===== src/include/cfc_defs.vh =====
`ifndef CFC_DEFS_VH
`define CFC_DEFS_VH

// Register byte offsets
`define CFC_REG_CTRL 8'h00
`define CFC_REG_TEMP 8'h04
`define CFC_REG_LOAD 8'h08
`define CFC_REG_THR_OIL 8'h0C
`define CFC_REG_THR_CLT 8'h10
`define CFC_REG_THR_AIR 8'h14
`define CFC_REG_STATUS 8'h18
`define CFC_REG_AC_HOLD 8'h1C

// CTRL fields
`define CFC_CTRL_RUN 0
`define CFC_CTRL_BRAKE_EN 1
`define CFC_CTRL_RET_SRC 2
`define CFC_CTRL_RET_LINK 3
`define CFC_CTRL_PGOV 4
`define CFC_CTRL_OIL_FAIL 5
`define CFC_CTRL_CLT_FAIL 6
`define CFC_CTRL_AIR_FAIL 7

// Reset values
`define CFC_CTRL_RST 8'h00
`define CFC_THR_RST 16'h0000
`define CFC_AC_HOLD_RST_S 16'h00B4

// Timing
`define CFC_CLK_HZ 50000000
`define CFC_TICK_MS 1
`define CFC_TICK_CYC (`CFC_CLK_HZ / 1000 * `CFC_TICK_MS)
`define CFC_MIN_ON_S 30
`define CFC_START_INH_S 5
`define CFC_BRAKE_QUAL_S 5
`define CFC_MS_PER_S 1000
`define CFC_SPEED_LIMIT_MPH 8'h14

`endif


===== src/verilog/cfc_fan_ctrl.v =====
// Implementation choices: the address map and the AXI4-Lite interface to the registers.
`timescale 1ns/1ps
`default_nettype none
`include "cfc_defs.vh"

module cfc_fan_ctrl (
   input wire aclk,
   input wire aresetn,
   input wire [7:0] s_axi_awaddr,
   input wire s_axi_awvalid,
   output reg s_axi_awready,
   input wire [31:0] s_axi_wdata,
   input wire [3:0] s_axi_wstrb,
   input wire s_axi_wvalid,
   output reg s_axi_wready,
   output reg [1:0] s_axi_bresp,
   output reg s_axi_bvalid,
   input wire s_axi_bready,
   input wire [7:0] s_axi_araddr,
   input wire s_axi_arvalid,
   output reg s_axi_arready,
   output reg [31:0] s_axi_rdata,
   output reg [1:0] s_axi_rresp,
   output reg s_axi_rvalid,
   input wire s_axi_rready,
   input wire ac_switch_open,
   input wire override_grounded,
   input wire brake_high,
   input wire retarder_in,
   output reg fan_drive_oe,
   output reg fan_on
);

   // Registers written by software: control, sensor values from the engine controller, thresholds and A/C hold time
   reg [7:0] ctrl;
   reg [7:0] oil_t;
   reg [7:0] clt_t;
   reg [7:0] air_t;
   reg [7:0] torque;
   reg [7:0] speed;
   reg [15:0] thr_oil;
   reg [15:0] thr_clt;
   reg [15:0] thr_air;
   reg [15:0] ac_hold_s;

   // Pin synchronisers
   reg [3:0] pin_s1;
   reg [3:0] pin_s2;
   wire ac_open = pin_s2[0];
   wire ovr_act = ~pin_s2[1];
   wire brk_hi = pin_s2[2];
   wire ret_pin = pin_s2[3];

   always @(posedge aclk) begin
      if (!aresetn) begin
         // Override pin idles high; zero here would fake an override
         pin_s1 <= 4'h2;
         pin_s2 <= 4'h2;
      end else begin
         pin_s1 <= {retarder_in, brake_high, override_grounded, ac_switch_open};
         pin_s2 <= pin_s1;
      end
   end

   // AXI4-Lite write: address and data may come in either order
   reg aw_have;
   reg w_have;
   reg [7:0] aw_addr;
   reg [31:0] w_data;
   reg [3:0] w_strb;
   wire wr_go = aw_have && w_have && !s_axi_bvalid;

   always @(posedge aclk) begin
      if (!aresetn) begin
         aw_have <= 1'b0;
         w_have <= 1'b0;
         aw_addr <= 8'h00;
         w_data <= 32'h0000_0000;
         w_strb <= 4'h0;
         s_axi_awready <= 1'b0;
         s_axi_wready <= 1'b0;
         s_axi_bvalid <= 1'b0;
         s_axi_bresp <= 2'b00;
      end else begin
         s_axi_awready <= !aw_have && !s_axi_awready && s_axi_awvalid;
         s_axi_wready <= !w_have && !s_axi_wready && s_axi_wvalid;
         if (s_axi_awvalid && s_axi_awready) begin
            aw_have <= 1'b1;
            aw_addr <= s_axi_awaddr;
         end
         if (s_axi_wvalid && s_axi_wready) begin
            w_have <= 1'b1;
            w_data <= s_axi_wdata;
            w_strb <= s_axi_wstrb;
         end
         if (wr_go) begin
            aw_have <= 1'b0;
            w_have <= 1'b0;
            s_axi_bvalid <= 1'b1;
            case (aw_addr)
               `CFC_REG_CTRL, `CFC_REG_TEMP, `CFC_REG_LOAD, `CFC_REG_THR_OIL,
               `CFC_REG_THR_CLT, `CFC_REG_THR_AIR, `CFC_REG_AC_HOLD,
               `CFC_REG_STATUS: s_axi_bresp <= 2'b00;
               default: s_axi_bresp <= 2'b10;
            endcase
         end else if (s_axi_bvalid && s_axi_bready) begin
            s_axi_bvalid <= 1'b0;
         end
      end
   end

   always @(posedge aclk) begin
      if (!aresetn) begin
         ctrl <= `CFC_CTRL_RST;
         oil_t <= 8'h00;
         clt_t <= 8'h00;
         air_t <= 8'h00;
         torque <= 8'h00;
         speed <= 8'h00;
         thr_oil <= `CFC_THR_RST;
         thr_clt <= `CFC_THR_RST;
         thr_air <= `CFC_THR_RST;
         ac_hold_s <= `CFC_AC_HOLD_RST_S;
      end else if (wr_go) begin
         case (aw_addr)
            `CFC_REG_CTRL: begin
               if (w_strb[0]) ctrl <= w_data[7:0];
            end
            `CFC_REG_TEMP: begin
               if (w_strb[0]) oil_t <= w_data[7:0];
               if (w_strb[1]) clt_t <= w_data[15:8];
               if (w_strb[2]) air_t <= w_data[23:16];
            end
            `CFC_REG_LOAD: begin
               if (w_strb[0]) torque <= w_data[7:0];
               if (w_strb[1]) speed <= w_data[15:8];
            end
            // Threshold words: on level in bits 7:0, off level in 15:8
            `CFC_REG_THR_OIL: begin
               if (w_strb[0]) thr_oil[7:0] <= w_data[7:0];
               if (w_strb[1]) thr_oil[15:8] <= w_data[15:8];
            end
            `CFC_REG_THR_CLT: begin
               if (w_strb[0]) thr_clt[7:0] <= w_data[7:0];
               if (w_strb[1]) thr_clt[15:8] <= w_data[15:8];
            end
            // Air word: on 7:0, off 15:8, torque limit 23:16
            `CFC_REG_THR_AIR: begin
               if (w_strb[0]) thr_air[7:0] <= w_data[7:0];
               if (w_strb[1]) thr_air[15:8] <= w_data[15:8];
            end
            `CFC_REG_AC_HOLD: begin
               if (w_strb[0]) ac_hold_s[7:0] <= w_data[7:0];
               if (w_strb[1]) ac_hold_s[15:8] <= w_data[15:8];
            end
            default: begin
            end
         endcase
      end
   end

   reg [7:0] torque_lim;
   always @(posedge aclk) begin
      if (!aresetn) begin
         torque_lim <= 8'hFF;
      end else if (wr_go && aw_addr == `CFC_REG_THR_AIR && w_strb[2]) begin
         torque_lim <= w_data[23:16];
      end
   end

   // One-millisecond tick
   localparam integer TICK_LAST = `CFC_TICK_CYC - 1;
   reg [15:0] tick_cnt;
   reg tick;
   always @(posedge aclk) begin
      if (!aresetn) begin
         tick_cnt <= 16'h0000;
         tick <= 1'b0;
      end else begin
         tick <= (tick_cnt == TICK_LAST[15:0]);
         if (tick_cnt == TICK_LAST[15:0]) begin
            tick_cnt <= 16'h0000;
         end else begin
            tick_cnt <= tick_cnt + 16'h0001;
         end
      end
   end

   // Hysteresis per temperature
   reg oil_hot;
   reg clt_hot;
   reg air_hot;
   always @(posedge aclk) begin
      if (!aresetn) begin
         oil_hot <= 1'b0;
         clt_hot <= 1'b0;
         air_hot <= 1'b0;
      end else begin
         if (oil_t > thr_oil[7:0]) oil_hot <= 1'b1;
         else if (oil_t <= thr_oil[15:8]) oil_hot <= 1'b0;
         if (clt_t > thr_clt[7:0]) clt_hot <= 1'b1;
         else if (clt_t <= thr_clt[15:8]) clt_hot <= 1'b0;
         if (air_t > thr_air[7:0]) air_hot <= 1'b1;
         else if (air_t <= thr_air[15:8]) air_hot <= 1'b0;
      end
   end

   // Millisecond timers; a full 16-bit hold setting needs 26 bits
   reg [23:0] start_ms;
   reg [23:0] brake_ms;
   reg [25:0] ac_ms;
   reg [23:0] on_ms;
   reg started;
   reg brake_qual;
   reg ac_hold;
   localparam integer START_MS = `CFC_START_INH_S * `CFC_MS_PER_S;
   localparam integer BRAKE_MS = `CFC_BRAKE_QUAL_S * `CFC_MS_PER_S;
   localparam integer ON_MS = `CFC_MIN_ON_S * `CFC_MS_PER_S;
   localparam integer MS_PER_S = `CFC_MS_PER_S;
   wire [23:0] start_lim = START_MS[23:0];
   wire [23:0] brake_lim = BRAKE_MS[23:0];
   wire [23:0] on_lim = ON_MS[23:0];
   wire [25:0] ac_lim = {10'h000, ac_hold_s} * MS_PER_S[25:0];
   wire running = ctrl[`CFC_CTRL_RUN];

   // Start-up inhibit
   always @(posedge aclk) begin
      if (!aresetn || !running) begin
         start_ms <= 24'h000000;
         started <= 1'b0;
      end else if (tick && !started) begin
         start_ms <= start_ms + 24'h000001;
         started <= (start_ms + 24'h000001 >= start_lim);
      end
   end

   // Brake qualification: high level held without a break
   always @(posedge aclk) begin
      if (!aresetn || !brk_hi) begin
         brake_ms <= 24'h000000;
         brake_qual <= 1'b0;
      end else if (tick && !brake_qual) begin
         brake_ms <= brake_ms + 24'h000001;
         brake_qual <= (brake_ms + 24'h000001 >= brake_lim);
      end
   end

   // Air-conditioner hold after the switch grounds, only below the speed limit
   always @(posedge aclk) begin
      if (!aresetn) begin
         ac_ms <= 26'h0000000;
         ac_hold <= 1'b0;
      end else if (ac_open) begin
         ac_ms <= 26'h0000000;
         ac_hold <= 1'b1;
      end else if (speed >= `CFC_SPEED_LIMIT_MPH) begin
         ac_hold <= 1'b0;
      end else if (tick && ac_hold) begin
         ac_ms <= ac_ms + 26'h0000001;
         if (ac_ms + 26'h0000001 >= ac_lim) ac_hold <= 1'b0;
      end
   end

   wire ret_act = ctrl[`CFC_CTRL_RET_SRC] ? ctrl[`CFC_CTRL_RET_LINK] : ret_pin;
   wire sens_fail = ctrl[`CFC_CTRL_OIL_FAIL] | ctrl[`CFC_CTRL_CLT_FAIL]
                    | ctrl[`CFC_CTRL_AIR_FAIL];
   wire demand = oil_hot | clt_hot
                 | (air_hot & (torque > torque_lim))
                 | ac_open | ac_hold
                 | sens_fail
                 | (ctrl[`CFC_CTRL_BRAKE_EN] & brake_qual & air_hot)
                 | (ret_act & clt_hot)
                 | ovr_act
                 | ctrl[`CFC_CTRL_PGOV];

   // Output with minimum on-time
   always @(posedge aclk) begin
      if (!aresetn || !started) begin
         fan_on <= 1'b0;
         fan_drive_oe <= 1'b1;
         on_ms <= 24'h000000;
      end else if (!fan_on) begin
         on_ms <= 24'h000000;
         if (demand) begin
            fan_on <= 1'b1;
            fan_drive_oe <= 1'b0;
         end
      end else begin
         if (tick && on_ms < on_lim) on_ms <= on_ms + 24'h000001;
         if (!demand && on_ms >= on_lim) begin
            fan_on <= 1'b0;
            fan_drive_oe <= 1'b1;
         end
      end
   end

   // AXI4-Lite read
   reg [31:0] rd_mux;
   always @* begin
      case (s_axi_araddr)
         `CFC_REG_CTRL: rd_mux = {24'h000000, ctrl};
         `CFC_REG_TEMP: rd_mux = {8'h00, air_t, clt_t, oil_t};
         `CFC_REG_LOAD: rd_mux = {16'h0000, speed, torque};
         `CFC_REG_THR_OIL: rd_mux = {16'h0000, thr_oil};
         `CFC_REG_THR_CLT: rd_mux = {16'h0000, thr_clt};
         `CFC_REG_THR_AIR: rd_mux = {8'h00, torque_lim, thr_air};
         `CFC_REG_AC_HOLD: rd_mux = {16'h0000, ac_hold_s};
         `CFC_REG_STATUS: rd_mux = {20'h00000, pin_s2, started, brake_qual, ac_hold,
                                    air_hot, clt_hot, oil_hot, demand, fan_on};
         default: rd_mux = 32'h0000_0000;
      endcase
   end

   always @(posedge aclk) begin
      if (!aresetn) begin
         s_axi_arready <= 1'b0;
         s_axi_rvalid <= 1'b0;
         s_axi_rdata <= 32'h0000_0000;
         s_axi_rresp <= 2'b00;
      end else begin
         s_axi_arready <= s_axi_arvalid && !s_axi_arready && !s_axi_rvalid;
         if (s_axi_arvalid && s_axi_arready) begin
            s_axi_rvalid <= 1'b1;
            s_axi_rdata <= rd_mux;
            s_axi_rresp <= (s_axi_araddr <= `CFC_REG_AC_HOLD && s_axi_araddr[1:0] == 2'b00)
                           ? 2'b00 : 2'b10;
         end else if (s_axi_rvalid && s_axi_rready) begin
            s_axi_rvalid <= 1'b0;
         end
      end
   end

endmodule
`default_nettype wire


===== config.mk =====
export PLATFORM = sky130hd
export DESIGN_NAME = cfc_fan_ctrl
export DESIGN_NICKNAME = d
export VERILOG_FILES = /design/src/verilog/cfc_fan_ctrl.v
export VERILOG_INCLUDE_DIRS = /design/src /design/src/include
export SDC_FILE = /design/constraint.sdc
export NUM_CORES = 1
export LEC_CHECK = 0
export ABC_AREA = 0
export BUFFER_PORTS_ARGS = -buffer_cell sky130_fd_sc_hd__buf_2
export CORE_MARGIN = 8
export CORE_UTILIZATION = 58
export CTS_BUF_LIST = sky130_fd_sc_hd__clkbuf_4
export DETAILED_ROUTE_END_ITERATION = 7
export GPL_TIMING_DRIVEN = 0
export PLACE_DENSITY = 0.79
export SLEW_MARGIN = 10
export SYNTH_ARGS = -nofsm -noshare
export SYNTH_HDL_FRONTEND = slang
export SYNTH_SLANG_ARGS = --single-unit
export TNS_END_PERCENT = 50

===== constraint.sdc =====
create_clock -name aclk -period 5.2 [get_ports aclk]
set_clock_uncertainty 0.15 [all_clocks]
set_input_delay 1.04 -clock aclk [delete_from_list [all_inputs] [get_ports aclk]]
set_output_delay 1.04 -clock aclk [all_outputs]
set_load 0.01 [all_outputs]

==> out/metrics.csv, run 1 <==
metric,value,unit
status,finished with violations,
failing checks,setup timing,
final cell count without fillers,2845,
Relative slew margins,0.226,
CP Buf/Inv Count,4,
grt ovf,0,
synthesized area,18600,um^2
WP data arrival,6.28,ns
vias in the first global route,16016,
#FFs+latches synth,320,
Final Wtd Congestion,0.995,
"Largest stage delay, worst path",0.54,ns
Critical Path RT,5.71,ns
Mapped Avg Cell Area,8.50,um^2
cell repeated most along the worst path,fa_1,
drt pass-1 iters,6,
"FFs w/ async S/R, synth",0,
Post-DP HPWL,39400,um
DRT iter0 DRCs,1361,
worst setup path startpoint,ac_hold_s[10],
sum of negative setup slack,-0.567,ns
Final Worst Setup Slack,-0.567,ns
largest net degree at the start of global routing,12,
row count,65,
Top Family by Delay on Critical Path,adder cells,
"Seq/Total Area, Yosys",0.345,
footprint of the multi-input gates,11300,um^2
# port buffers,83,
worst setup path class,register to register,
number of flops mapped to enable cells by yosys,0,
clock root cell,clkbuf_4,
cts hold-fix bufs,0,
final setup vio count,1,
placed insts,2682,
Synth cell types,82,
Pwr Density,234,nW/um^2
Max-Cap Viols,0,
FF-to-FF Start,ac_hold_s[10],
Bufs on Longest Clock Path,3,
Synth Flop Type,dfxtp_1,
worst min path class,register to register,
Hold Startpoint,pin_s1[1],
initial antenna violation count,4,
Post-Route WL,52600,um
CP endpoint kind,register,
Setup crit start kind,register,
Tmin final,5.77,ns
Leak,0.00883,uW
first-pass GRT wire length,83000,um
Final Hold Viols,0,
Crit-path slowest cell,fa_1,
"Area growth, synth to finish",12.4,%
YS warnings,0,
Syn Inst Count,2188,
DRC,0,
fmax,0.173,GHz
drt wl/cell,18.5,um
"antenna viol nets, final",0,
H-tree depth,3,
TritonCTS Buffers,87,
Via-to-Cell Ratio,5.81,
RSZ-0062 raised after global routing,true,
crit-path max FO,3,
critical-path cell list,clkinvlp_4 > fa_1 > fa_1 > inv_1 > fa_1 > inv_1 > fa_1 > inv_1 > ha_4 > nand2_1 > nor2_2 > nand2_1 > o211ai_1 > a31o_2 > a31o_2 > a31oi_2 > xor2_1 > ha_1 > nand4_1 > nor2_1 > nand4_1 > o211ai_1 > o41ai_1,
Worst-Margin Slew,1.15,ns
Hold WS,0.286,ns
Max VDD drop,0.281,mV
Core Box Area,31600,um^2
max-slew violations,0,
chip width,195,um
fin crit share,1.11,
Die Height,195,um
I/O pin cnt,106,
fillers,2617,
clock slew at reported path FFs,0.07,ns
Setup WS pre-CTS,-0.990,ns
layout cells sized above 1,0.139,
later-pin clock latency in the skew report,0.75,ns
total number of vias,16536,
FF+latch area,6450,um^2
Die ar.,38000,um^2
Sink Count,320,
CTS tree,built,
Total GRT Usage,0.269,
Starting Density,0.589,
Nets,2639,
==> worst reg2reg max path, cell delays in order, from the launching register on <==
cell and delay [ns]:
dfxtp_4 0.38, clkinvlp_4 0.14, fa_1 0.54, fa_1 0.52
inv_1 0.05, fa_1 0.49, inv_1 0.05, fa_1 0.51
inv_1 0.07, ha_4 0.26, nand2_1 0.12, nor2_2 0.07
nand2_1 0.08, o211ai_1 0.18, a31o_2 0.29, a31o_2 0.27
a31oi_2 0.21, xor2_1 0.25, ha_1 0.30, nand4_1 0.10
nor2_1 0.07, nand4_1 0.07, o211ai_1 0.15, o41ai_1 0.32
==> cell families (layout without fill, tap and decap cells) <==
logic type / count (synthesis) / count (layout) / share of synthesized area
buffers and inverters: 267 / 511 / 0.0585
multiplexers: 79 / 79 / 0.0462
AND/OR/NAND/NOR: 808 / 808 / 0.208
flip-flops: 320 / 320 / 0.345
AO/OA/AOI/OAI: 382 / 382 / 0.126
adder cells (fa/ha/maj): 193 / 193 / 0.152
other: 1 / 12 / 0.000202
XOR/XNOR: 138 / 138 / 0.0650
==> placed cells by master, fill, tap and decap left out, types with 12 or more instances in the layout <==
cell,Yosys,final
or3_1,18,18
a221oi_1,22,22
clkbuf_1,75,74
nand2_1,246,245
buf_2,18,101
nor2b_1,13,13
o211ai_1,20,20
a22oi_1,18,18
nor4_1,12,12
nand2b_1,15,15
a21oi_1,168,165
and2_1,22,22
buf_4,15,28
nand3_1,100,100
ha_1,139,133
inv_1,151,144
o21ai_0,68,65
clkinv_1,1,18
dfxtp_1,320,308
nor3_1,35,33
mux2i_1,69,69
clkbuf_4,0,123
dfxtp_4,0,12
and3_1,40,40
a21o_1,25,25
xor2_1,76,76
fa_1,54,50
xnor2_1,62,62
nor2_1,225,224
nand4_1,39,39
==> cells in the mapped netlist (3+ instances only) <==
master      n  area (um^2)
ha_1      139         1740
clkbuf_1   75          282
nor3_1     35          175
nand4_1    39          244
nor4b_1     5         43.8
a31oi_1    12         75.1
buf_2      18         90.1
nand2b_1   15         93.8
a22oi_1    18          135
a21oi_1   168          841
o211ai_1   20          150
buf_1       5         18.8
and3_1     40          250
nand3_2     4         40.0
o21ai_0    68          340
o22ai_1     3         18.8
a221oi_1   22          193
nand3_1   100          500
and2_1     22          138
a22o_1      3         26.3
buf_4      15          113
inv_1     151          567
xor2_1     76          666
nor4_1     12         75.1
o21a_1      6         45.0
o31a_1      3         26.3
nor2_1    225          845
nor3_2      3         30.0
o21bai_1    4         30.0
or3_1      18          113
mux2_2      5         56.3
fa_1       54         1080
nor2b_1    13         81.3
mux2i_1    69          691
a211oi_1    4         30.0
mux4_2      5          113
dfxtp_1   320         6410
a21o_1     25          188
xnor2_1    62          543
nand2_1   246          923
and4_1      6         52.6
==> flip-flops by register name (all words and copies together), names as in the netlist, 4 cells and up, named ones only <==
register,flops
torque,8
pin_s2,4
air_t,8
torque_lim,8
clt_t,8
s_axi_rdata,24
aw_addr,8
thr_oil,16
oil_t,8
ac_hold_s,16
ctrl,8
on_ms,24
w_data,24
tick_cnt,16
ac_ms,26
pin_s1,4
brake_ms,24
thr_air,16
speed,8
thr_clt,16
start_ms,24
==> layer usage <==
metal,vias up,global-route usage,share of wire
met5,-,0,0.00019
met4,2,0.131,0.050
met3,159,0.0667,0.083
met2,688,0.433,0.46
met1,7767,0.333,0.41
li1,7920,-,-
==> report_power, final <==
part           total [uW]  internal [uW]  switching (uW)
registers            2490           2470            25.2
clock network        2190           1130            1060
logic                 216           67.7             148
total                4900           3670            1230
==> path summary, 6_finish.rpt <==
check	depth (start not counted)	slack, ns	endpoint
setup / recovery	23	-0.57	ac_hold
hold / removal	1	0.29	pin_s2[1]
setup reg to reg	23	-0.57	ac_hold
hold reg to reg	1	0.29	pin_s2[1]
==> timing repair <==
action / CTS / global route
setup buffers: 6 / 8
endpoints found under the setup margin: 1 / 1
gates cloned: 0 / 0
gates resized for setup: 21 / 17
pin swaps: 11 / 15
==> cell type report <==
type,instances,share of cell area
antenna,2,0.000239
buffer,114,0.0251
clock buffer,123,0.0442
clock inverter,24,0.00586
inverter,153,0.0283
multi-input combinational,1610,0.539
sequential,320,0.309
tap,402,0.0241
timing repair buffer,97,0.0251
==> metrics by stage <==
stage / total power [uW] / utilization / cell area (um^2)
finish: 4900 / 0.663 / 20900
global route: 5080 / 0.663 / 20900
CTS: 4930 / 0.657 / 20700
detailed placement: 2760 / 0.621 / 19600
global placement: 2760 / 0.621 / 19600
floorplan: 2670 / - / 18700
No activity file was read; power rests on OpenSTA's default activity.
==> inputs of run 2 (changes only) <==
--- a/config.mk
+++ b/config.mk
@@ -9,7 +9,7 @@
 export ABC_AREA = 0
 export BUFFER_PORTS_ARGS = -buffer_cell sky130_fd_sc_hd__buf_2
 export CORE_MARGIN = 8
-export CORE_UTILIZATION = 58
+export CORE_UTILIZATION = 60
 export CTS_BUF_LIST = sky130_fd_sc_hd__clkbuf_4
 export DETAILED_ROUTE_END_ITERATION = 7
 export GPL_TIMING_DRIVEN = 0
==> constraint.sdc (replaced) <==
create_clock -name aclk -period 5.9 [get_ports aclk]
set_clock_uncertainty 0.15 [all_clocks]
set_input_delay 1.18 -clock aclk [delete_from_list [all_inputs] [get_ports aclk]]
set_output_delay 1.18 -clock aclk [all_outputs]
set_load 0.01 [all_outputs]
==> out/metrics.csv, run 2 (same netlist as run 1, synthesis figures left out) <==
metric,value,unit
worst min path class,register to register,
Hold WS,0.289,ns
Core Box Area,30600,um^2
final instance area,20900,um^2
Hold Startpoint,pin_s1[1],
RSZ-0062 raised after global routing,true,
CTS tree,built,
clock root cell,clkbuf_4,
largest net degree at the start of global routing,12,
"Area growth, synth to finish",12.5,%
status,completed,
cell area after placement,19500,um^2
clock slew at reported path FFs,0.07,ns
Tmin final,5.82,ns
Bufs on Longest Clock Path,3,
Finished Core Util,0.684,
Die Height,192,um
Max VDD drop,0.230,mV
fmax,0.172,GHz
Pwr Density,208,nW/um^2
Final Wtd Congestion,1.02,
WP data arrival,6.30,ns
H-tree depth,3,
Starting Density,0.608,
reg2reg end,ac_hold,
Critical Path RT,6.38,ns
chip width,192,um
first-pass GRT wire length,84600,um
CP endpoint kind,register,
crit-path max FO,6,
Post-Route WL,53100,um
cells on worst reg2reg path,23,
Total GRT Usage,0.287,
Final Hold Viols,0,
TritonCTS Buffers,86,
FF-to-FF Start,ac_hold_s[1],
later-pin clock latency in the skew report,0.75,ns
Worst-Margin Slew,1.08,ns
fin crit share,0.987,
DRT iter0 DRCs,1390,
most frequent cells in the layout,"dfxtp_1, nand2_1, nor2_1",
reg-to-reg setup timing slack,0.08,ns
grt ovf,0,
"commonest non-fill, non-tap cell in the layout",dfxtp_1,
Sink Count,320,
FF+latch area,6450,um^2
Nets,2639,
Via-to-Cell Ratio,5.86,
fillers,2503,
Hold Path End,pin_s2[1],
layout cells sized above 1,0.140,
Leak,0.00884,uW
Max-Cap Viols,0,
footprint of the multi-input gates,11300,um^2
Die ar.,36900,um^2
Post-DP HPWL,39500,um
Total Power,4340,uW
cts hold-fix bufs,0,
# port buffers,83,
DRC,0,
hold path cells,1,
sum of negative setup slack,0,ns
"antenna viol nets, final",0,
total number of vias,16676,
max-slew violations,0,
Largest register FFs,26,
Relative slew margins,0.272,
I/O pin cnt,106,
final setup vio count,0,
initial antenna violation count,3,
vias in the first global route,16485,
worst setup path class,register to register,
drt pass-1 iters,6,
Top reg by flops,ac_ms,
row count,64,
drt wl/cell,18.7,um
Setup crit start kind,register,
run 2: worst max-delay path: stages, from the launching register on:
cell and delay, ns:
dfxtp_4 0.41, inv_1 0.12, fa_2 0.59, fa_2 0.45, fa_1 0.52, inv_1 0.06, fa_2 0.57, ha_4 0.22
nand4_1 0.11, nor3_2 0.06, o31ai_4 0.28, a21oi_2 0.09, or2_1 0.24, a21o_1 0.19, a21oi_2 0.12, xor2_1 0.20
ha_1 0.29, a21oi_2 0.14, nor2b_1 0.05, o21ai_1 0.16, a21oi_2 0.08, nor3_2 0.14, o211ai_1 0.18, o41ai_2 0.28
run 2: final cells by class:
cell class | count | area share
timing repair buffer | 100 | 0.0260
clock inverter | 29 | 0.00789
inverter | 153 | 0.0281
antenna | 4 | 0.000478
tap | 396 | 0.0237
sequential | 320 | 0.308
clock buffer | 120 | 0.0431
buffer | 112 | 0.0239
multi-input combinational | 1610 | 0.539
run 2: power by group:
part / internal [uW] / switching (uW) / total, uW
clock network: 1020 / 925 / 1950
logic: 60.3 / 133 / 193
registers: 2180 / 22.7 / 2200
total: 3260 / 1080 / 4340
run 2: stage by stage:
stage,worst slack (ns),cells
3_5_place_dp,-0.578,2676
3_3_place_gp,-0.322,2676
4_1_cts,0.0124,2832
5_1_grt,-0.0889,2843
6_report,0.0783,2844
2_1_floorplan,0.219,2197
run 2: worst max-delay path by stage:
stage | to | slack, ns | cells after the start | from
final | ac_hold | 0.08 | 23 | ac_hold_s[1]
after global routing | ac_hold | -0.09 | 23 | ac_hold_s[1]
after CTS | ac_hold | 0.01 | 23 | ac_hold_s[1]
after global placement | ac_hold | -0.32 | 24 | ac_hold_s[3]
after detailed placement | ac_hold | -0.58 | 24 | ac_hold_s[3]
after floorplan | ac_hold | 0.22 | 24 | ac_hold_s[3]
run 2: what timing repair did:
item / in CTS / in global routing
setup buffers: 8 / 9
setup endpoints to repair: 1 / 1
resized for setup: 40 / 20
pin swaps: 22 / 21
run 2: routing by layer:
layer  up-vias  global-route usage  routed length [um]
met5         -                   0                  15
met1      7936               0.356               22100
li1       7941                   -                   -
met4         2               0.128                2270
met3       152              0.0608                3970
met2       645               0.476               24800
